<file path="src/sbs_pkg.sv">
/*
 * Shared constants and types for the burst access sequencer: host bus field
 * positions, memory command codes, burst size and default memory timing.
 * Assumes a 32-bit multiplexed host bus and a 32-bit memory data path.
 */
package sbs_pkg;

    // ------------------------------------------------------------------
    // Host bus fields
    // ------------------------------------------------------------------
    localparam int DATA_W = 32;
    localparam int ROW_W = 11;
    localparam int COL_W = 8;
    localparam int CMD_HI = 29;
    localparam int CMD_LO = 28;
    localparam int BANK_BIT = 21;
    localparam int ROW_HI = 20;
    localparam int ROW_LO = 10;
    localparam int COL_HI = 9;
    localparam int COL_LO = 2;
    localparam logic [1:0] ACCESS_CODE = 2'h0;

    // ------------------------------------------------------------------
    // Memory side
    // ------------------------------------------------------------------
    localparam int BURST_LEN = 8;
    localparam int AUTO_CLOSE_BIT = 10;
    localparam int RCD_CYCLES = 2;
    localparam int CAS_CYCLES = 2;
    localparam int OE_COPIES = 4;
    // Command codes as {cs_n, ras_n, cas_n, we_n}.
    localparam logic [3:0] SD_NOP = 4'h7;
    localparam logic [3:0] SD_ACTIVATE = 4'h3;
    localparam logic [3:0] SD_WRITE = 4'h4;
    localparam logic [3:0] SD_READ = 4'h5;
    localparam logic [3:0] SD_DESELECT = 4'hf;

    typedef enum logic [2:0] {
        SBS_IDLE,
        SBS_ACT,
        SBS_RCD,
        SBS_WRITE,
        SBS_READ_C,
        SBS_READ_W,
        SBS_READ
    } sbs_state_t;

endpackage : sbs_pkg

</file>
<file path="src/sbs_pad_if.sv">
/*
 * Bundle between the sequencer core and its pin register stage.
 * Assumes both ends run on the same memory clock.
 */
interface sbs_pad_if;
    timeunit 1ns;
    timeprecision 100ps;

    logic [3:0] cmd_n;
    logic [10:0] addr;
    logic bank;
    logic [31:0] wdata;
    logic drive;
    logic [31:0] rdata;

    modport core (
        output cmd_n,
        output addr,
        output bank,
        output wdata,
        output drive,
        input rdata
    );

    modport pad (
        input cmd_n,
        input addr,
        input bank,
        input wdata,
        input drive,
        output rdata
    );
endinterface : sbs_pad_if

</file>
<file path="src/sbs_pin_regs.sv">
/*
 * Pin register stage: every memory signal passes one flip-flop that sits
 * directly at the pad. Assumes the pad drivers are built from the enables.
 */
module sbs_pin_regs (
    // Clock and reset
    input wire logic core_clk_in,
    input wire logic rst_in,
    // Core side
    sbs_pad_if.pad pad,
    // Memory pins
    output logic sd_cs_n_out,
    output logic sd_ras_n_out,
    output logic sd_cas_n_out,
    output logic sd_we_n_out,
    output logic [10:0] sd_a_out,
    output logic sd_ba_out,
    input wire logic [31:0] sd_dq_in,
    output logic [31:0] sd_dq_out,
    output logic [3:0] sd_dq_oe_out
);
    timeunit 1ns;
    timeprecision 100ps;

    logic [3:0] next_oe;

    // ------------------------------------------------------------------
    // Pad registers
    // ------------------------------------------------------------------
    // One enable per byte lane keeps the fan-out of each copy at eight.
    always_comb begin
        next_oe = {sbs_pkg::OE_COPIES{pad.drive}};
    end

    always_ff @(posedge core_clk_in or posedge rst_in) begin
        if (rst_in) begin
            {sd_cs_n_out, sd_ras_n_out, sd_cas_n_out, sd_we_n_out} <= sbs_pkg::SD_DESELECT;
            sd_a_out <= 11'h000;
            sd_ba_out <= 1'b0;
            sd_dq_out <= 32'h0000_0000;
            sd_dq_oe_out <= 4'h0;
            pad.rdata <= 32'h0000_0000;
        end else begin
            {sd_cs_n_out, sd_ras_n_out, sd_cas_n_out, sd_we_n_out} <= pad.cmd_n;
            sd_a_out <= pad.addr;
            sd_ba_out <= pad.bank;
            sd_dq_out <= pad.wdata;
            sd_dq_oe_out <= next_oe;
            pad.rdata <= sd_dq_in;
        end
    end
endmodule : sbs_pin_regs

</file>
<file path="src/sbs_burst_seq.sv">
/*
 * Eight-word burst sequencer between a multiplexed host bus and a memory.
 * Assumes core_clk_in is the doubled host clock that also clocks the memory,
 * and that host_clk_in is the host clock level sampled on it.
 */
// Function
// - The core and memory run at twice the host clock rate, derived by doubling.
// - The sequencer issues the row activate with the row address for reads and writes.
// - After the row-to-column delay it issues the auto-closing write with the first of eight words.
// - After the row-to-column delay it issues the auto-closing read with the column address.
// - After the read latency it captures eight returned words and delivers them to the host.
// - Every memory signal is registered in a flip-flop directly at the pin.
// - The memory data enable is registered at the pins in four copies of eight bits each.
// - The location is latched while the phase select is low: bank bit 21, row 20:10, column 9:2.
// - Write words are captured every core clock and read words are put on the bus the same way.
module sbs_burst_seq #(
    parameter int RCD = sbs_pkg::RCD_CYCLES,
    parameter int CAS = sbs_pkg::CAS_CYCLES
) (
    // Clock and reset
    input wire logic core_clk_in,
    input wire logic rst_in,
    // Host bus
    input wire logic host_clk_in,
    input wire logic data_addr_n_in,
    input wire logic host_wr_in,
    input wire logic [31:0] ad_in,
    output logic [31:0] ad_out,
    output logic ad_oe_out,
    // Memory pins
    output logic sd_cs_n_out,
    output logic sd_ras_n_out,
    output logic sd_cas_n_out,
    output logic sd_we_n_out,
    output logic [10:0] sd_a_out,
    output logic sd_ba_out,
    input wire logic [31:0] sd_dq_in,
    output logic [31:0] sd_dq_out,
    output logic [3:0] sd_dq_oe_out
);
    timeunit 1ns;
    timeprecision 100ps;

    sbs_pad_if pad_bus ();

    sbs_pkg::sbs_state_t state, next_state;
    logic [2:0] cnt, next_cnt;
    logic [2:0] beat, next_beat;
    logic dir_write, next_dir_write;
    logic [10:0] row, next_row;
    logic [7:0] col, next_col;
    logic bank, next_bank;
    logic [3:0] wcap, next_wcap;
    logic [31:0] wbuf [8];
    logic [31:0] next_wbuf [8];
    logic [31:0] next_ad;
    logic next_ad_oe;
    logic start;

    // ------------------------------------------------------------------
    // Burst sequencing
    // ------------------------------------------------------------------
    // Address phases are only taken in the first core cycle of a host
    // period, so one host cycle never starts two bursts.
    assign start = state == sbs_pkg::SBS_IDLE && !data_addr_n_in && host_clk_in
        && ad_in[sbs_pkg::CMD_HI:sbs_pkg::CMD_LO] == sbs_pkg::ACCESS_CODE;

    always_comb begin
        next_state = state;
        next_cnt = cnt;
        next_beat = beat;
        next_dir_write = dir_write;
        next_row = row;
        next_col = col;
        next_bank = bank;
        next_wcap = wcap;
        next_wbuf = wbuf;
        next_ad = ad_out;
        next_ad_oe = 1'b0;
        unique case (state)
            sbs_pkg::SBS_IDLE: begin
                if (start) begin
                    next_state = sbs_pkg::SBS_ACT;
                    next_dir_write = host_wr_in;
                    next_row = ad_in[sbs_pkg::ROW_HI:sbs_pkg::ROW_LO];
                    next_col = ad_in[sbs_pkg::COL_HI:sbs_pkg::COL_LO];
                    next_bank = ad_in[sbs_pkg::BANK_BIT];
                    next_wcap = 4'h0;
                end
            end
            sbs_pkg::SBS_ACT: begin
                next_state = sbs_pkg::SBS_RCD;
                next_cnt = 3'(RCD - 1);
            end
            sbs_pkg::SBS_RCD: begin
                next_beat = 3'h0;
                if (cnt <= 3'h1) begin
                    next_state = dir_write ? sbs_pkg::SBS_WRITE : sbs_pkg::SBS_READ_C;
                end else begin
                    next_cnt = cnt - 3'h1;
                end
            end
            sbs_pkg::SBS_WRITE: begin
                next_beat = beat + 3'h1;
                if (beat == 3'(sbs_pkg::BURST_LEN - 1)) begin
                    next_state = sbs_pkg::SBS_IDLE;
                end
            end
            sbs_pkg::SBS_READ_C: begin
                next_state = sbs_pkg::SBS_READ_W;
                next_cnt = 3'(CAS);
            end
            sbs_pkg::SBS_READ_W: begin
                next_beat = 3'h0;
                if (cnt == 3'h0) begin
                    next_state = sbs_pkg::SBS_READ;
                end else begin
                    next_cnt = cnt - 3'h1;
                end
            end
            sbs_pkg::SBS_READ: begin
                next_ad = pad_bus.rdata;
                next_ad_oe = 1'b1;
                next_beat = beat + 3'h1;
                if (beat == 3'(sbs_pkg::BURST_LEN - 1)) begin
                    next_state = sbs_pkg::SBS_IDLE;
                end
            end
        endcase
        // Write words arrive while the row opens; the buffer hides that gap.
        if (state != sbs_pkg::SBS_IDLE && dir_write && data_addr_n_in && host_wr_in
            && wcap != 4'(sbs_pkg::BURST_LEN)) begin
            next_wbuf[wcap[2:0]] = ad_in;
            next_wcap = wcap + 4'h1;
        end
    end

    always_ff @(posedge core_clk_in or posedge rst_in) begin
        if (rst_in) begin
            state <= sbs_pkg::SBS_IDLE;
            cnt <= 3'h0;
            beat <= 3'h0;
            dir_write <= 1'b0;
            row <= 11'h000;
            col <= 8'h00;
            bank <= 1'b0;
            wcap <= 4'h0;
            wbuf <= '{default: 32'h0000_0000};
            ad_out <= 32'h0000_0000;
            ad_oe_out <= 1'b0;
        end else begin
            state <= next_state;
            cnt <= next_cnt;
            beat <= next_beat;
            dir_write <= next_dir_write;
            row <= next_row;
            col <= next_col;
            bank <= next_bank;
            wcap <= next_wcap;
            wbuf <= next_wbuf;
            ad_out <= next_ad;
            ad_oe_out <= next_ad_oe;
        end
    end

    // ------------------------------------------------------------------
    // Memory command decode
    // ------------------------------------------------------------------
    always_comb begin
        pad_bus.cmd_n = sbs_pkg::SD_NOP;
        pad_bus.addr = {3'h1 << 2, col};
        pad_bus.bank = bank;
        pad_bus.wdata = wbuf[beat];
        pad_bus.drive = state == sbs_pkg::SBS_WRITE;
        unique case (state)
            sbs_pkg::SBS_ACT: begin
                pad_bus.cmd_n = sbs_pkg::SD_ACTIVATE;
                pad_bus.addr = row;
            end
            sbs_pkg::SBS_WRITE: begin
                if (beat == 3'h0) begin
                    pad_bus.cmd_n = sbs_pkg::SD_WRITE;
                end
            end
            sbs_pkg::SBS_READ_C: begin
                pad_bus.cmd_n = sbs_pkg::SD_READ;
            end
            sbs_pkg::SBS_IDLE, sbs_pkg::SBS_RCD, sbs_pkg::SBS_READ_W, sbs_pkg::SBS_READ: begin
                pad_bus.cmd_n = sbs_pkg::SD_NOP;
            end
        endcase
    end

    sbs_pin_regs u_pins (
        .core_clk_in(core_clk_in),
        .rst_in(rst_in),
        .pad(pad_bus.pad),
        .sd_cs_n_out(sd_cs_n_out),
        .sd_ras_n_out(sd_ras_n_out),
        .sd_cas_n_out(sd_cas_n_out),
        .sd_we_n_out(sd_we_n_out),
        .sd_a_out(sd_a_out),
        .sd_ba_out(sd_ba_out),
        .sd_dq_in(sd_dq_in),
        .sd_dq_out(sd_dq_out),
        .sd_dq_oe_out(sd_dq_oe_out)
    );

    // ------------------------------------------------------------------
    // Checks
    // ------------------------------------------------------------------
    localparam int COL_AT = RCD + 2;
    localparam int DATA_AT = CAS + 2;
    logic [3:0] pin_cmd;
    assign pin_cmd = {sd_cs_n_out, sd_ras_n_out, sd_cas_n_out, sd_we_n_out};
endmodule : sbs_burst_seq

</file>
<file path="config.mk">
export PLATFORM = sky130hd
export DESIGN_NAME = sbs_burst_seq
export DESIGN_NICKNAME = d
export VERILOG_FILES = /design/src/sbs_pkg.sv /design/src/sbs_pad_if.sv /design/src/sbs_pin_regs.sv /design/src/sbs_burst_seq.sv
export SDC_FILE = /design/constraint.sdc
export NUM_CORES = 1
export LEC_CHECK = 0
export BUFFER_PORTS_ARGS = -buffer_cell sky130_fd_sc_hd__buf_2
export CORE_MARGIN = 3
export CORE_UTILIZATION = 45
export DETAILED_ROUTE_END_ITERATION = 10
export GPL_TIMING_DRIVEN = 0
export PLACE_DENSITY_LB_ADDON = 0.05
export SLEW_MARGIN = 20
export SYNTH_ARGS = -nofsm -noshare
export SYNTH_HDL_FRONTEND = slang
export SYNTH_SLANG_ARGS = --single-unit
</file>
<file path="constraint.sdc">
create_clock -name core_clk_in -period 19.8 [get_ports core_clk_in]
set_clock_uncertainty 0.05 [all_clocks]
set_input_delay 1.98 -clock core_clk_in [delete_from_list [all_inputs] [get_ports core_clk_in]]
set_output_delay 1.98 -clock core_clk_in [all_outputs]
set_load 0.1 [all_outputs]
</file>
# After elaboration in Yosys (flattened, before gate mapping)
# Cells that the tools add are included.
dict set report totals {
  reg_bits 404
  in_bits 69
  out_inout_bits 85
  elab_cells 98
}
dict set report classes {
  addsub 3
  magnitude_cmp 4
  n_eq_ne 14
  n_mux 23
  n_bitwise 2
  n_reduce_logical 25
}
# op count
set op_table {}
lappend op_table {{bitwise mux 256 bit} 1}
lappend op_table {{binary-select mux 32 bit (select 3 bit)} 1}
lappend op_table {{demux 32 bit (select 3 bit)} 1}
lappend op_table {{two-way mux 32 bit} 3}
lappend op_table {{two-way mux 3 bit} 7}
lappend op_table {{one-hot mux 3 bit (6 select lines)} 1}
lappend op_table {{one-hot mux 4 bit (4 select lines)} 1}
lappend op_table {{equality test 3 bit (second input constant)} 4}
lappend op_table {{two-way mux 4 bit} 3}
lappend op_table {{one-hot mux 3 bit (4 select lines)} 1}
lappend op_table {{two-way mux 11 bit} 1}
lappend op_table {{!= test 2 bit (second input constant)} 5}
lappend op_table {{zero test 3 bit} 3}
lappend op_table {{greater-or-equal comparator 4 bit (second input constant)} 2}
lappend op_table {{logical AND 1 bit} 8}
lappend op_table {{NOT 3 -> 4 bit} 2}
lappend op_table {{equality test 3 x 2 -> 1 bit (second input constant)} 2}
lappend op_table {{one-hot mux 3 bit (2 select lines)} 1}
lappend op_table {{nonzero test 2 bit} 3}
lappend op_table {{adder 4 x 1 -> 4 bit (second input constant)} 1}
lappend op_table {{< comparator 4 x 1 -> 1 bit (second input constant)} 1}
lappend op_table {{!= test 4 bit (second input constant)} 1}
lappend op_table {{AND reduction 2 bit} 2}
lappend op_table {{AND reduction 4 bit} 1}
lappend op_table {{14 further kinds} 15}

# Longest topological paths before layout
dict set report depth {
  word_depth 7
  mapped_depth 8
  ltp_nobuf 6
}

# By module
# Synthesis repeated with hierarchy kept, for this count alone.
dict set report unflattened {
  hier_cells 1060
  hier_area_um2 16955.0
}
# mod instances cells_each area_per_inst_um2 seq_area_each_um2
set by_module_without_submodules {}
lappend by_module_without_submodules {sbs_burst_seq 1 975 14896.8 8082.8}
lappend by_module_without_submodules {sbs_pin_regs 1 85 2058.2 2031.9}

# Worst setup path after synthesis
# No wires, ideal clock.
dict set report synth_path {
  kind {input port to flip-flop}
  start {input port host_wr_in}
  end {register wbuf[160] in the netlist's numbering}
  setup_ns 0.125
  t_arrival_ns 3.251
  required_ns 19.625
  path_slack_ns 16.373
  path_stages 6
  n_path_buf 2
  cell_sequence {and3_4 nand3_4 or4_1 buf_2 buf_6 mux2_4}
}
dict set report synth_via {
  elab_chain_len 2
}
# element line
set synth_rtl {}
lappend synth_rtl {{start, declared} sbs_burst_seq.sv:26} ;# input wire logic host_wr_in,
lappend synth_rtl {{logical AND 1 bit} sbs_burst_seq.sv:131} ;# if (state != sbs_pkg::SBS_IDLE && dir_write && data_addr_n_in && host_wr_in
lappend synth_rtl {{logical AND 1 bit} sbs_burst_seq.sv:132} ;# && wcap != 4'(sbs_pkg::BURST_LEN)) begin
lappend synth_rtl {{end signal, assigned} sbs_burst_seq.sv:160} ;# wbuf <= next_wbuf;
lappend synth_rtl {{end, declared} sbs_burst_seq.sv:54} ;# logic [31:0] wbuf [8];
# No other way between the ends.
# A chain may end at the register's enable or synchronous reset.

# Final worst setup path
dict set report layout_path {
  start {register u_pins.sd_we_n_out}
  end {output port sd_we_n_out}
}
# element line
set layout_rtl {}
lappend layout_rtl {{start, declared} sbs_pin_regs.sv:15} ;# output logic sd_we_n_out,
lappend layout_rtl {{start signal, assigned} sbs_pin_regs.sv:37} ;# {sd_cs_n_out, sd_ras_n_out, sd_cas_n_out, sd_we_n_out} <= sbs_pkg::SD_DESELECT;
lappend layout_rtl {{start signal, assigned} sbs_pin_regs.sv:44} ;# {sd_cs_n_out, sd_ras_n_out, sd_cas_n_out, sd_we_n_out} <= pad.cmd_n;
lappend layout_rtl {{end, declared} sbs_burst_seq.sv:34} ;# output logic sd_we_n_out,
# No word-level cell between the ends.

==> results_dict.tcl <==
set metrics [dict create \
    syn_avg_cell_area_um2 16.94 \
    routed_via_density 5.250 \
    die_w_um 200.0 \
    core-area_um2 36870 \
    clkTransAtPathRegs_ns 0.06 \
    antenna_found_initial 2 \
    yosysWarnings 0 \
    remaining_drc_errors 0 \
    detail-route-antenna-nets 0 \
    place_congestion 0.7850 \
    worstMarginPinSlew_ns 1.043 \
    fin_util_pct 54.01 \
    slew_headroom_pct 30.48 \
    clock_sinks 404 \
    crit_chain "buf_2" \
    insertion_delay_ns 0.56 \
    worstSetupPathType "reg2out" \
    critPathCaptureType "primary output" \
    drive_gt1_share_pct 55.51 \
    max_freq_mhz 283.4 \
    synth_seq_area_share_pct 59.75 \
    status "completed" \
    setup_ws_ns 16.27 \
    finalCritPeriodShare_pct 17.82 \
    max_cap_violations 0 \
    grt_start_max_net_pins 106 \
    drt-wirelength-per-cell_um 21.17 \
    switchingPower_w 0.001292 \
    start_kind "register" \
    dr.pass1.iters 5 \
    wl_mm 36.79 \
    syn_to_final_growth_pct 17.65 \
    grt_pass1_vias 9728 \
    comb_power_share_pct 39.7 \
    power_frac_clock_pct 25.7 \
    syn-num-nets 1076 \
    cts.path.max_buffers 3 \
    post_cts_buffers 0 \
    root_buffer "clkbuf_16" \
    hold_viol 0 \
    overflow 0 \
    slew_viol_final 0 \
    critPathBufInv 1 \
    dieArea_um2 39980 \
    syn_inst 999 \
    internal_power_w 0.001928 \
    ir_worst_vdd_v 0.0001824 \
    diodes 0 \
    power.density_nw_per_um2 161.7 \
    place_inst 1660 \
    row_count 70 \
    crit_required_ns 17.77 \
    portBuffers 153 \
    fin_cells 1738 \
    setup-violations-final 0 \
    rsz0062_at_grt "no" \
    final_nets 1279 \
    initial_core_util_pct 45.91 \
    power_w 0.003221 \
    numCtsBuffers 44 \
    cts_resized 0 \
    synth_cell_types 46 \
    htree_num_levels 2 \
    leakage_nw 9.845 \
    max_stage_delay_ns 0.52 \
    grt_first_pass_wirelength_mm 58.27 \
    cp_max_fo 1 \
    cts_tree "done" \
    synth-seq-cells 404 \
    fin_crit_ns 3.529 \
    netlist_area_um2 16930 \
    setup_tns_ns 0 \
    initialDrtViolationCount 340 \
    io_pins 154 \
    place_ws_ns 15.69 \
    hpwl_mm 23.55 \
    hold_buffers 0 \
    vias 9124 \
    critPathTopFamily "flip-flops" \
    hp-class "reg2reg" \
    die_y_um 200.0 \
    grtUsageTotal_pct 19.20 \
    slowest_stage "dfstp_2" \
    p_sw_share_pct 40.13 \
    arrival_ns 1.50 \
    pwr-share-seq_pct 34.6 \
]
## cells in the mapped netlist, drive strengths merged
| library cell | n | area share, % |
|---|---|---|
| a31oi | 1 | 0.037 |
| mux2 | 349 | 25 |
| dfrtp | 400 | 59 |
| a211o | 2 | 0.10 |
| o311ai | 1 | 0.052 |
| nand3 | 5 | 0.22 |
| dfstp | 4 | 0.62 |
| nor4b | 1 | 0.052 |
| buf | 41 | 1.6 |
| and3 | 3 | 0.14 |
| nand2 | 12 | 0.27 |
| o21a | 1 | 0.044 |
| nor4 | 2 | 0.11 |
| inv | 14 | 0.31 |
| o2bb2ai | 3 | 0.16 |
| nor3 | 3 | 0.089 |
| nand4 | 4 | 0.15 |
| a211oi | 2 | 0.089 |
| nand2b | 5 | 0.18 |
| mux2i | 3 | 0.18 |
| a221o | 1 | 0.059 |
| o211ai | 1 | 0.044 |
| conb | 1 | 0.022 |
| mux4 | 64 | 8.5 |
| a32oi | 1 | 0.052 |
| o22ai | 1 | 0.037 |
| or4 | 4 | 0.18 |
| and2 | 4 | 0.15 |
| o31a | 1 | 0.052 |
| or3 | 1 | 0.037 |
| nor2 | 8 | 0.18 |
| a22o | 2 | 0.10 |
| clkbuf | 20 | 0.44 |
| nor2b | 4 | 0.15 |
| o21ai | 16 | 0.47 |
| a21oi | 3 | 0.089 |
| ha | 8 | 0.59 |
| nand3b | 3 | 0.13 |
## cell families (layout without fill, tap and decap cells)
group	Yosys count	count (layout)	synth area share [%]
muxes	416	416	33.90
adders and majority gates	8	8	0.5913
other	1	1	0.02215
DFF	404	404	59.75
and+or+nand+nor	59	59	2.033
AOI/OAI and AO/OA	36	36	1.390
buffers and inverters	75	310	2.306
## per-layer routing
metal | track usage, % | up-vias | part of all wire, %
met1 | 27.55 | 4804 | 47
met5 | 0 | - | 0.038
met3 | 3.978 | 51 | 4.9
li1 | - | 4050 | -
met2 | 29.92 | 215 | 46
met4 | 5.635 | 4 | 2.0
## path summary, 6_finish.rpt
kind                       cells past startpoint  slack (ns)               start              endpoint
hold / removal                                 0        0.32                bank      u_pins.sd_ba_out
setup reg to reg                               7       17.00             wcap[0]              wbuf[19]
max in group asynchronous                      5       16.76              rst_in             wbuf[235]
min in group asynchronous                      2        1.34              rst_in  u_pins.pad.rdata[16]
setup / recovery                               1       16.27  u_pins.sd_we_n_out           sd_we_n_out
hold reg to reg                                0        0.32                bank      u_pins.sd_ba_out
## cell usage in the layout (no fill, tap or decap), drive strengths merged, types with 5 or more instances in the layout
| master | netlist | routed |
|---|---|---|
| dfrtp | 400 | 400 |
| mux2 | 349 | 349 |
| buf | 41 | 198 |
| clkbuf | 20 | 87 |
| mux4 | 64 | 64 |
| o21ai | 16 | 16 |
| inv | 14 | 14 |
| nand2 | 12 | 12 |
| nor2 | 8 | 8 |
| ha | 8 | 8 |
| clkinv | 0 | 7 |
| nand2b | 5 | 5 |
| nand3 | 5 | 5 |
## final cells by class
type	count	area [µm²]
plain buffers	61	340.3
clock buffers	67	1339
clock inverters	11	132.6
fillers	3078	16960
inverters	14	60.06
multi-input cells	520	6422
flip-flops and latches	404	10110
well taps	504	630.6
repair buffers	157	875.8
## state kept, by name, summed over array words and instances (netlist names)
signal	count
u_pins.sd_cas_n_out	1
beat	3
col	8
ad_oe_out	1
wcap	4
dir_write	1
u_pins.sd_ba_out	1
u_pins.sd_a_out	11
u_pins.sd_dq_oe_out	1
state	3
ad_out	32
u_pins.sd_we_n_out	1
bank	1
u_pins.sd_ras_n_out	1
row	11
u_pins.pad.rdata	32
u_pins.sd_dq_out	32
cnt	3
u_pins.sd_cs_n_out	1
wbuf	256
## power groups by stage
stage          logic [W]  clock network [W]  registers, W
6_report         0.00128           0.000828       0.00111
5_1_grt          0.00135           0.000888       0.00114
4_1_cts          0.00130           0.000856       0.00111
3_5_place_dp     0.00129                  0       0.00112
3_3_place_gp     0.00128                  0       0.00112
2_1_floorplan   0.000517                  0       0.00164
## stage by stage
step / hold WS (ns) / area [µm²]
2_1_floorplan: 0.2986 / 16930
3_3_place_gp: 0.3057 / 18320
3_5_place_dp: 0.3135 / 18440
4_1_cts: 0.3261 / 19920
5_1_grt: 0.3329 / 19920
6_report: 0.3231 / 19920
Power figures use the tool's default switching activity.
